**src/errm_pkg.sv**
```systemverilog
// Constants, field layouts and register types of the expanded register bank.
// Summary of operation
// - Stack lives ..R239, pointer at R255.
// - R254 is plain storage, stack ignores it.
// - Timer extra control bits 4..0 read ones.
// - Reloads and captures: clear on power-on, kept on recovery.
// - Stop recovery config keeps bits 6..1, clears bit 0, sets flag bit 7.
// - Timer extra control resets 1F, bit 5 kept.
// - Timer16 control bits 5..2 kept on recovery.
// - Shared timer control bits 5,4 kept on recovery.
// - Timer8 control bits 5..1 kept on recovery.
package errm_pkg;

    // Word indices inside each bank; byte address is base plus four times index.
    localparam logic [3:0] IDX_TIMER8_CONTROL       = 4'h0;
    localparam logic [3:0] IDX_TIMER_SHARED_CONTROL = 4'h1;
    localparam logic [3:0] IDX_TIMER16_CONTROL      = 4'h2;
    localparam logic [3:0] IDX_TIMER_EXTRA_CONTROL  = 4'h3;
    localparam logic [3:0] IDX_TIMER8_RELOAD_LOW    = 4'h4;
    localparam logic [3:0] IDX_TIMER8_RELOAD_HIGH   = 4'h5;
    localparam logic [3:0] IDX_TIMER16_RELOAD_LOW   = 4'h6;
    localparam logic [3:0] IDX_TIMER16_RELOAD_HIGH  = 4'h7;
    localparam logic [3:0] IDX_CAPTURE16_LOW        = 4'h8;
    localparam logic [3:0] IDX_CAPTURE16_HIGH       = 4'h9;
    localparam logic [3:0] IDX_CAPTURE8_LOW         = 4'hA;
    localparam logic [3:0] IDX_CAPTURE8_HIGH        = 4'hB;
    localparam logic [3:0] IDX_PORT0_DATA           = 4'h0;
    localparam logic [3:0] IDX_PORT1_DATA           = 4'h1;
    localparam logic [3:0] IDX_PORT2_DATA           = 4'h2;
    localparam logic [3:0] IDX_PORT3_DATA           = 4'h3;
    localparam logic [3:0] IDX_PORT_OUTPUT_CONFIG   = 4'h0;
    localparam logic [3:0] IDX_STOP_RECOVERY_CONFIG = 4'hB;

    // Bank selection by word address bits 9:4.
    localparam logic [5:0] BANK_TIMER = 6'h00;
    localparam logic [5:0] BANK_PORT  = 6'h01;
    localparam logic [5:0] BANK_CFG   = 6'h02;
    // Register file occupies word addresses 0x100..0x1FF.
    localparam logic [1:0] BANK_FILE_TOP = 2'h1;

    localparam logic [7:0] REG_STACK_LOW  = 8'h04;
    localparam logic [7:0] REG_STACK_HIGH = 8'hEF;
    localparam logic [7:0] REG_SP_UPPER   = 8'hFE;
    localparam logic [7:0] REG_SP_LOW     = 8'hFF;

    // Power-on reset values.
    localparam logic [7:0] RST_ZERO        = 8'h00;
    localparam logic [7:0] RST_EXTRA_CTL   = 8'h1F;
    localparam logic [7:0] RST_PORT_CFG    = 8'hFE;
    localparam logic [7:0] RST_STOP_CFG    = 8'h20;

    // Bits that survive a stop-mode recovery.
    localparam logic [7:0] KEEP_TIMER8_CTL = 8'h3E;
    localparam logic [7:0] KEEP_SHARED_CTL = 8'h30;
    localparam logic [7:0] KEEP_T16_CTL    = 8'h3C;
    localparam logic [7:0] KEEP_EXTRA_CTL  = 8'h20;
    localparam logic [7:0] KEEP_STOP_CFG   = 8'hFE;

    localparam logic [7:0] EXTRA_RO_ONES   = 8'h1F;
    localparam logic [7:0] STOP_FLAG_BIT   = 8'h80;

    typedef struct packed {
        logic [7:0] timer8_control;
        logic [7:0] timer_shared_control;
        logic [7:0] timer16_control;
        logic [7:0] timer_extra_control;
        logic [7:0] timer8_reload_low;
        logic [7:0] timer8_reload_high;
        logic [7:0] timer16_reload_low;
        logic [7:0] timer16_reload_high;
        logic [7:0] capture16_low;
        logic [7:0] capture16_high;
        logic [7:0] capture8_low;
        logic [7:0] capture8_high;
        logic [7:0] port0_data;
        logic [7:0] port1_data;
        logic [7:0] port2_data;
        logic [7:0] port3_data;
        logic [7:0] port_output_config;
        logic [7:0] stop_recovery_config;
    } errm_regs_t;

endpackage

```
**src/errm_bank.sv**
```systemverilog
// Expanded register bank with APB slave, internal stack and two reset classes.
`timescale 1ns/1ns
module errm_bank (
    input  wire logic                pclk,
    input  wire logic                presetn,
    input  wire logic                psel,
    input  wire logic                penable,
    input  wire logic                pwrite,
    input  wire logic [11:0]         paddr,
    input  wire logic [31:0]         pwdata,
    output logic      [31:0]         prdata,
    output logic                     pready,
    output logic                     pslverr,
    input  wire logic                stop_recover,
    input  wire logic                stk_push,
    input  wire logic                stk_pop,
    input  wire logic [7:0]          stk_wdata,
    output logic      [7:0]          stk_rdata,
    output logic                     stk_fault,
    output errm_pkg::errm_regs_t     regs
);

    ////////////////////////////////////////////////////////////////////////
    typedef struct packed {
        errm_pkg::errm_regs_t regs;
        logic [7:0]           sp_upper;
        logic [7:0]           sp_low;
        logic [31:0]          prdata;
        logic                 pready;
        logic                 pslverr;
        logic [7:0]           stk_rdata;
        logic                 stk_fault;
    } errm_state_t;

    errm_state_t state_r;
    errm_state_t state_nxt;

    // General register file; only the stack window is backed by storage.
    logic [7:0] gpr_mem [256];

    logic        setup;
    logic        access;
    logic [9:0]  word;
    logic [3:0]  idx;
    logic [7:0]  fidx;
    logic        in_file;
    logic        in_stack;
    logic        mapped;
    logic [7:0]  wbyte;
    logic [7:0]  rbyte;
    logic [7:0]  sp_dec;
    logic        push_ok;
    logic        pop_ok;
    logic        mem_we;
    logic [7:0]  mem_addr;
    logic [7:0]  mem_wdata;

    assign setup    = psel & ~penable;
    assign access   = psel & penable & state_r.pready;
    assign word     = paddr[11:2];
    assign idx      = word[3:0];
    assign fidx     = word[7:0];
    assign in_file  = (word[9:8] == errm_pkg::BANK_FILE_TOP);
    assign in_stack = in_file && fidx >= errm_pkg::REG_STACK_LOW
                      && fidx <= errm_pkg::REG_STACK_HIGH;
    assign wbyte    = pwdata[7:0];
    assign sp_dec   = state_r.sp_low - 8'h01;

    // Push pre-decrements, pop post-increments; both stay inside the window.
    assign push_ok = stk_push && sp_dec >= errm_pkg::REG_STACK_LOW
                     && sp_dec <= errm_pkg::REG_STACK_HIGH;
    assign pop_ok  = stk_pop && !stk_push
                     && state_r.sp_low >= errm_pkg::REG_STACK_LOW
                     && state_r.sp_low <= errm_pkg::REG_STACK_HIGH;

    ////////////////////////////////////////////////////////////////////////
    // Address decode and read mux.
    always_comb begin
        mapped = 1'b0;
        rbyte  = 8'h00;
        if (paddr[1:0] != 2'h0) begin
            mapped = 1'b0;
        end else if (in_file) begin
            if (in_stack) begin
                mapped = 1'b1;
                rbyte  = gpr_mem[fidx];
            end else if (fidx == errm_pkg::REG_SP_UPPER) begin
                mapped = 1'b1;
                rbyte  = state_r.sp_upper;
            end else if (fidx == errm_pkg::REG_SP_LOW) begin
                mapped = 1'b1;
                rbyte  = state_r.sp_low;
            end
        end else if (word[9:4] == errm_pkg::BANK_TIMER) begin
            mapped = 1'b1;
            unique case (idx)
                errm_pkg::IDX_TIMER8_CONTROL:
                    rbyte = state_r.regs.timer8_control;
                errm_pkg::IDX_TIMER_SHARED_CONTROL:
                    rbyte = state_r.regs.timer_shared_control;
                errm_pkg::IDX_TIMER16_CONTROL:
                    rbyte = state_r.regs.timer16_control;
                errm_pkg::IDX_TIMER_EXTRA_CONTROL:
                    rbyte = state_r.regs.timer_extra_control
                            | errm_pkg::EXTRA_RO_ONES;
                errm_pkg::IDX_TIMER8_RELOAD_LOW:
                    rbyte = state_r.regs.timer8_reload_low;
                errm_pkg::IDX_TIMER8_RELOAD_HIGH:
                    rbyte = state_r.regs.timer8_reload_high;
                errm_pkg::IDX_TIMER16_RELOAD_LOW:
                    rbyte = state_r.regs.timer16_reload_low;
                errm_pkg::IDX_TIMER16_RELOAD_HIGH:
                    rbyte = state_r.regs.timer16_reload_high;
                errm_pkg::IDX_CAPTURE16_LOW:
                    rbyte = state_r.regs.capture16_low;
                errm_pkg::IDX_CAPTURE16_HIGH:
                    rbyte = state_r.regs.capture16_high;
                errm_pkg::IDX_CAPTURE8_LOW:
                    rbyte = state_r.regs.capture8_low;
                errm_pkg::IDX_CAPTURE8_HIGH:
                    rbyte = state_r.regs.capture8_high;
                default:
                    mapped = 1'b0;
            endcase
        end else if (word[9:4] == errm_pkg::BANK_PORT) begin
            mapped = 1'b1;
            unique case (idx)
                errm_pkg::IDX_PORT0_DATA: rbyte = state_r.regs.port0_data;
                errm_pkg::IDX_PORT1_DATA: rbyte = state_r.regs.port1_data;
                errm_pkg::IDX_PORT2_DATA: rbyte = state_r.regs.port2_data;
                errm_pkg::IDX_PORT3_DATA: rbyte = state_r.regs.port3_data;
                default:                  mapped = 1'b0;
            endcase
        end else if (word[9:4] == errm_pkg::BANK_CFG) begin
            mapped = 1'b1;
            unique case (idx)
                errm_pkg::IDX_PORT_OUTPUT_CONFIG:
                    rbyte = state_r.regs.port_output_config;
                // Only the recovery flag is readable; the rest is write-only.
                errm_pkg::IDX_STOP_RECOVERY_CONFIG:
                    rbyte = state_r.regs.stop_recovery_config
                            & errm_pkg::STOP_FLAG_BIT;
                default:
                    mapped = 1'b0;
            endcase
        end
    end

    ////////////////////////////////////////////////////////////////////////
    // Next-state logic: APB writes, stack operations, then recovery on top.
    always_comb begin
        state_nxt = state_r;
        state_nxt.pready = setup;
        if (setup) begin
            state_nxt.prdata  = {24'h000000, pwrite ? 8'h00 : rbyte};
            state_nxt.pslverr = ~mapped;
        end else if (access) begin
            state_nxt.prdata  = 32'h00000000;
            state_nxt.pslverr = 1'b0;
        end
        if (access && pwrite && mapped && !in_file) begin
            if (word[9:4] == errm_pkg::BANK_TIMER) begin
                unique case (idx)
                    errm_pkg::IDX_TIMER8_CONTROL:
                        state_nxt.regs.timer8_control = wbyte;
                    errm_pkg::IDX_TIMER_SHARED_CONTROL:
                        state_nxt.regs.timer_shared_control = wbyte;
                    errm_pkg::IDX_TIMER16_CONTROL:
                        state_nxt.regs.timer16_control = wbyte;
                    errm_pkg::IDX_TIMER_EXTRA_CONTROL:
                        state_nxt.regs.timer_extra_control =
                            (wbyte & ~errm_pkg::EXTRA_RO_ONES)
                            | errm_pkg::EXTRA_RO_ONES;
                    errm_pkg::IDX_TIMER8_RELOAD_LOW:
                        state_nxt.regs.timer8_reload_low = wbyte;
                    errm_pkg::IDX_TIMER8_RELOAD_HIGH:
                        state_nxt.regs.timer8_reload_high = wbyte;
                    errm_pkg::IDX_TIMER16_RELOAD_LOW:
                        state_nxt.regs.timer16_reload_low = wbyte;
                    errm_pkg::IDX_TIMER16_RELOAD_HIGH:
                        state_nxt.regs.timer16_reload_high = wbyte;
                    errm_pkg::IDX_CAPTURE16_LOW:
                        state_nxt.regs.capture16_low = wbyte;
                    errm_pkg::IDX_CAPTURE16_HIGH:
                        state_nxt.regs.capture16_high = wbyte;
                    errm_pkg::IDX_CAPTURE8_LOW:
                        state_nxt.regs.capture8_low = wbyte;
                    default:
                        state_nxt.regs.capture8_high = wbyte;
                endcase
            end else if (word[9:4] == errm_pkg::BANK_PORT) begin
                unique case (idx)
                    errm_pkg::IDX_PORT0_DATA:
                        state_nxt.regs.port0_data = wbyte;
                    errm_pkg::IDX_PORT1_DATA:
                        state_nxt.regs.port1_data = wbyte;
                    errm_pkg::IDX_PORT2_DATA:
                        state_nxt.regs.port2_data = wbyte;
                    default:
                        state_nxt.regs.port3_data = wbyte;
                endcase
            end else if (idx == errm_pkg::IDX_PORT_OUTPUT_CONFIG) begin
                state_nxt.regs.port_output_config = wbyte;
            end else begin
                // The recovery flag is owned by hardware.
                state_nxt.regs.stop_recovery_config =
                    (wbyte & ~errm_pkg::STOP_FLAG_BIT)
                    | (state_r.regs.stop_recovery_config
                       & errm_pkg::STOP_FLAG_BIT);
            end
        end
        if (access && pwrite && in_file) begin
            if (fidx == errm_pkg::REG_SP_UPPER) begin
                state_nxt.sp_upper = wbyte;
            end else if (fidx == errm_pkg::REG_SP_LOW) begin
                state_nxt.sp_low = wbyte;
            end
        end
        // A stack operation wins over a software write of the pointer.
        state_nxt.stk_fault = (stk_push && !push_ok)
                              || (stk_pop && !stk_push && !pop_ok);
        if (push_ok) begin
            state_nxt.sp_low = sp_dec;
        end else if (pop_ok) begin
            state_nxt.stk_rdata = gpr_mem[state_r.sp_low];
            state_nxt.sp_low    = state_r.sp_low + 8'h01;
        end
        if (stop_recover) begin
            state_nxt.regs.timer8_control =
                state_r.regs.timer8_control
                & errm_pkg::KEEP_TIMER8_CTL;
            state_nxt.regs.timer_shared_control =
                state_r.regs.timer_shared_control
                & errm_pkg::KEEP_SHARED_CTL;
            state_nxt.regs.timer16_control =
                state_r.regs.timer16_control
                & errm_pkg::KEEP_T16_CTL;
            state_nxt.regs.timer_extra_control =
                (state_r.regs.timer_extra_control
                 & errm_pkg::KEEP_EXTRA_CTL)
                | (errm_pkg::RST_EXTRA_CTL
                   & ~errm_pkg::KEEP_EXTRA_CTL);
            // Reloads and captures keep everything; an APB write to them in the same cycle is dropped.
            state_nxt.regs.timer8_reload_low =
                state_r.regs.timer8_reload_low;
            state_nxt.regs.timer8_reload_high =
                state_r.regs.timer8_reload_high;
            state_nxt.regs.timer16_reload_low =
                state_r.regs.timer16_reload_low;
            state_nxt.regs.timer16_reload_high =
                state_r.regs.timer16_reload_high;
            state_nxt.regs.capture16_low  = state_r.regs.capture16_low;
            state_nxt.regs.capture16_high = state_r.regs.capture16_high;
            state_nxt.regs.capture8_low   = state_r.regs.capture8_low;
            state_nxt.regs.capture8_high  = state_r.regs.capture8_high;
            state_nxt.regs.stop_recovery_config =
                (state_r.regs.stop_recovery_config
                 & errm_pkg::KEEP_STOP_CFG)
                | errm_pkg::STOP_FLAG_BIT;
        end
    end

    ////////////////////////////////////////////////////////////////////////
    // Power-on reset gives every register outside the file storage its full reset value.
    always_ff @(posedge pclk or negedge presetn) begin
        if (!presetn) begin
            state_r <= '0;
            state_r.regs.timer_extra_control  <= errm_pkg::RST_EXTRA_CTL;
            state_r.regs.port_output_config   <= errm_pkg::RST_PORT_CFG;
            state_r.regs.stop_recovery_config <= errm_pkg::RST_STOP_CFG;
        end else begin
            state_r <= state_nxt;
        end
    end

    // One write port: a push takes it, otherwise a software write does.
    always_comb begin
        mem_we    = 1'b0;
        mem_addr  = fidx;
        mem_wdata = wbyte;
        if (push_ok) begin
            mem_we    = 1'b1;
            mem_addr  = sp_dec;
            mem_wdata = stk_wdata;
        end else if (access && pwrite && in_stack) begin
            mem_we = 1'b1;
        end
    end

    // Storage is not reset, like the register file it models.
    always_ff @(posedge pclk) begin
        if (mem_we) begin
            gpr_mem[mem_addr] <= mem_wdata;
        end
    end

    assign prdata    = state_r.prdata;
    assign pready    = state_r.pready;
    assign pslverr   = state_r.pslverr;
    assign stk_rdata = state_r.stk_rdata;
    assign stk_fault = state_r.stk_fault;
    assign regs      = state_r.regs;

endmodule

```
**config.mk**
```make
export PLATFORM = sky130hd
export DESIGN_NAME = errm_bank
export DESIGN_NICKNAME = d
export VERILOG_FILES = /design/src/errm_pkg.sv /design/src/errm_bank.sv
export SDC_FILE = /design/constraint.sdc
export NUM_CORES = 2
export LEC_CHECK = 0
export BUFFER_PORTS_ARGS = -buffer_cell sky130_fd_sc_hd__buf_2
export CORE_ASPECT_RATIO = 0.7
export CORE_UTILIZATION = 49
export DETAILED_ROUTE_END_ITERATION = 16
export HOLD_SLACK_MARGIN = 0.03
export PLACE_DENSITY = 0.77
export SLEW_MARGIN = 25
export SYNTH_ARGS = -nofsm -noshare
export SYNTH_HDL_FRONTEND = slang
export SYNTH_SLANG_ARGS = --single-unit
```
**constraint.sdc**
```tcl
create_clock -name pclk -period 16.9 [get_ports pclk]
set_input_delay 3.38 -clock pclk [delete_from_list [all_inputs] [get_ports pclk]]
set_output_delay 3.38 -clock pclk [all_outputs]
set_load 0.01 [all_outputs]
```
==> results by group <==
Synthesis
  • Asr flop ratio synth: 0.0787
  • Yosys warns: 0
  • Gate count after technology mapping: around 6000
  • Seq cells post-synth: around 2200
  • Synth cell types: 90
  • Top FF cell, synth: edfxtp_1
  • Sequential share of the synthesized area: 0.620
  • Syn avg cell area: about 18 um^2
  • Post-synth EDFFs: 2048
  • Synth Cell Area: 106000 um^2

Critical path
  • Reg2reg setup slack: slightly above 10000 ps
  • Startpoint Class: input pin
  • Cell Chain, Critical Path: buf_8 > buf_4 > buf_4 > inv_2 > buf_4 > mux2i_1 > a32oi_1 > nand3_1 > a21oi_1 > a2111oi_0 > o31ai_1
  • Max incr delay on CP: 850 ps
  • Crit-path slowest cell: buf_4
  • Reg2Reg Depth: 11
  • Crit Path Class: in -> reg
  • Most used cell, CP: buf_4
  • Critical Path Sink: prdata[1]
  • Max FO, Critical Path: 85
  • Reg2reg end: stk_rdata[7]
  • CP endpoint kind: flop
  • Critical path arrival: slightly above 9000 ps
  • Crit path from: paddr[3]
  • Required time worst endpoint: roughly 18000 ps
  • Worst r2r src: state_r[43]

Worst hold path
  • Worst hold path class: reg -> reg
  • Hold Path Stages: 2
  • HP Start: pslverr

Clocking
  • Clk sinks: ~2200
  • Setup bufs post-CTS: 0
  • Clock slew at reported path FFs: ~70 ps
  • CTS buffer count: just over 200
  • H-tree depth: 4
  • CTS Root Cell: clkbuf_16
  • Worst-Skew Late Latency: approximately 900 ps
  • Hold buffers post-CTS: 0
  • Clock buffer depth: 4
  • CTS tree: yes
  • Post-CTS sizing: 0

Route
  • 1st-iter DRT viols: 13200
  • Drt wl/cell: ~40 um
  • Drt via density: around 7.4
  • Via count: roughly 70000
  • Post-route DRC violation count: 0
  • TritonRoute pass-1 iters: 7
  • Routed WL: 365 mm
  • Post-DRT Antenna Nets: 0

Die
  • Die area: between 200000 and 250000 um^2
  • Initial Util: 0.495
  • DIE WIDTH: about 560 um
  • Height of the die: 392 um
  • Number of I/O pins: between 200 and 250
  • Core Region: 215000 um^2
  • Row count: roughly 140

Global routing
  • Largest net degree at the start of global routing: ~160
  • Global-route wire length before repair: 506 mm
  • Vias in the first global route: 65400
  • Total grt overflow: 0
  • All-Layer GR Usage: 0.331
  • Initial antenna violation count: 32

Outcome
  • Status: finished, final reports clean

Cells and area
  • Ratio of cells with drive above 1 in the final layout: 0.336
  • # nets final: approximately 6300
  • Fill count: between 15000 and 20000
  • Non-filler cells, final: slightly above 9000
  • Multi-input logic area: 38300 um^2
  • Commonest non-fill, non-tap cells in the layout: edfxtp_1, mux4_2, mux2i_1, buf_4, clkbuf_16
  • Area growth, synth to finish: 11.0%
  • Most common cell after layout, fill and taps aside: edfxtp_1
  • FF/Latch Area: between 60000 and 70000 um^2

STA
  • Final worst-path cycle share: 0.491
  • Worst-Margin Slew: 1260 ps
  • WHS: between 400 and 500 ps
  • Setup TNS: 0 ps
  • Max-Slew Margin vs Limit: 0.154
  • Clock period minus worst slack: approximately 8300 ps
  • Setup-failing EPs final: 0
  • Final Slew Violations: 0
  • RSZ-0062 raised after global routing: no
  • Final Hold Fails: 0
  • Skew final: just over 50 ps
  • PnR worst setup slack: between 8000 and 9000 ps
  • Peak Freq: around 0.12 GHz

Power and ir drop
  • Internal Power: 10.8 mW
  • Comb pwr share: 0.337
  • Flop pwr share: 0.384
  • Worst VDD drop: approximately 0.22 mV
  • P_sw: around 6.1 mW
  • Switch share: 0.362
  • PD cells: between 100 and 150 nW/um^2
  • Clock share of power: 0.280
  • Leak: 38.8 nW

Placement
  • Number of I/O port buffers: just under 200
  • Pre-CTS setup slack: 8050 ps
  • Placed cell count: slightly below 9000
  • Final GP Congestion: just under 1
  • Post-DP HPWL: 239 mm

Flow run
  • Max cap viols: 0
## stage by stage
step                      cell area, um^2   util  total power, mW
after floorplan                    107000      -             9.74
after global placement             111000  0.517             11.8
after detailed placement           111000  0.517             11.9
after CTS                          118000  0.548             16.6
after global routing               118000  0.549             17.1
final                              118000  0.550             17.0
## cell usage after synthesis (20+ instances only)
master	n	area share
a32oi_1	30	0.0025
mux2_2	160	0.017
nor3_2	60	0.0056
edfxtp_1	2048	0.58
buf_4	208	0.015
a31oi_1	26	0.0015
nand2b_1	20	0.0012
nor2b_1	26	0.0015
o22ai_1	159	0.0094
nor4_1	30	0.0018
buf_1	74	0.0026
nor3_1	217	0.010
a22o_1	36	0.0030
a211oi_1	20	0.0014
a221oi_1	26	0.0021
buf_2	160	0.0075
mux2i_1	324	0.030
mux4_2	961	0.20
a21oi_1	74	0.0035
a22oi_1	163	0.012
nand3_1	80	0.0038
clkbuf_1	231	0.0082
nand4_1	24	0.0014
dfrtp_1	166	0.039
nand2_1	186	0.0066
nor2_1	132	0.0047
o21ai_0	64	0.0030
## power groups by stage
stage | logic [mW] | clock network [mW] | registers [mW]
after floorplan | 3.22 | 0 | 6.51
after global placement | 5.22 | 0 | 6.61
after detailed placement | 5.29 | 0 | 6.62
after CTS | 5.33 | 4.72 | 6.50
after global routing | 5.68 | 4.92 | 6.51
final | 5.71 | 4.74 | 6.51
## routing by layer
metal | vias to the layer above | global-route usage | routed length (um)
met1 | 35000 | 0.446 | 123000
met2 | 6829 | 0.433 | 146000
met5 | - | 0.00755 | 747
met4 | 32 | 0.122 | 17400
li1 | 25400 | - | -
met3 | 1146 | 0.199 | 78300
## sequential cells by signal, summed over array words and instances (netlist names)
signal and cells:
stk_rdata 8, pslverr 1, stk_fault 1, gpr_mem 2048
state_r 16, regs 140, pready 1, prdata 8
## worst max-delay path: cells and delay by family
| kind | cells | cell delay, ps |
|---|---|---|
| buffers and inverters | 5 | 3350 |
| and+or+nand+nor | 1 | 370 |
| muxes | 1 | 630 |
| AOI/OAI and AO/OA | 4 | 1050 |
## final cells by class
type,instances,share of cell area
clock inverter,102,0.00891
sequential,2223,0.558
inverter,17,0.000583
clock buffer,269,0.0472
multi-input combinational,3251,0.325
tap,2880,0.0305
antenna,28,0.000594
timing repair buffer,490,0.0291
## worst min path at each step
stage           endpoint  slack, ps
2_1_floorplan  prdata[6]        450
3_3_place_gp     pslverr        470
3_5_place_dp     pslverr        470
4_1_cts          pslverr        480
5_1_grt          pslverr        510
6_report         pslverr        480
## kinds of logic after synthesis
logic type / after synthesis / synth area share
compound gates: 738 / 0.0504
xor+xnor: 8 / 0.000659
fa+ha+maj: 3 / 0.000353
buf+inv: 694 / 0.0340
flops: 2223 / 0.620
mux: 1445 / 0.251
other cells: 1 / 0.0000353
simple gates: 873 / 0.0440
No activity file was read; power rests on OpenSTA's default activity.
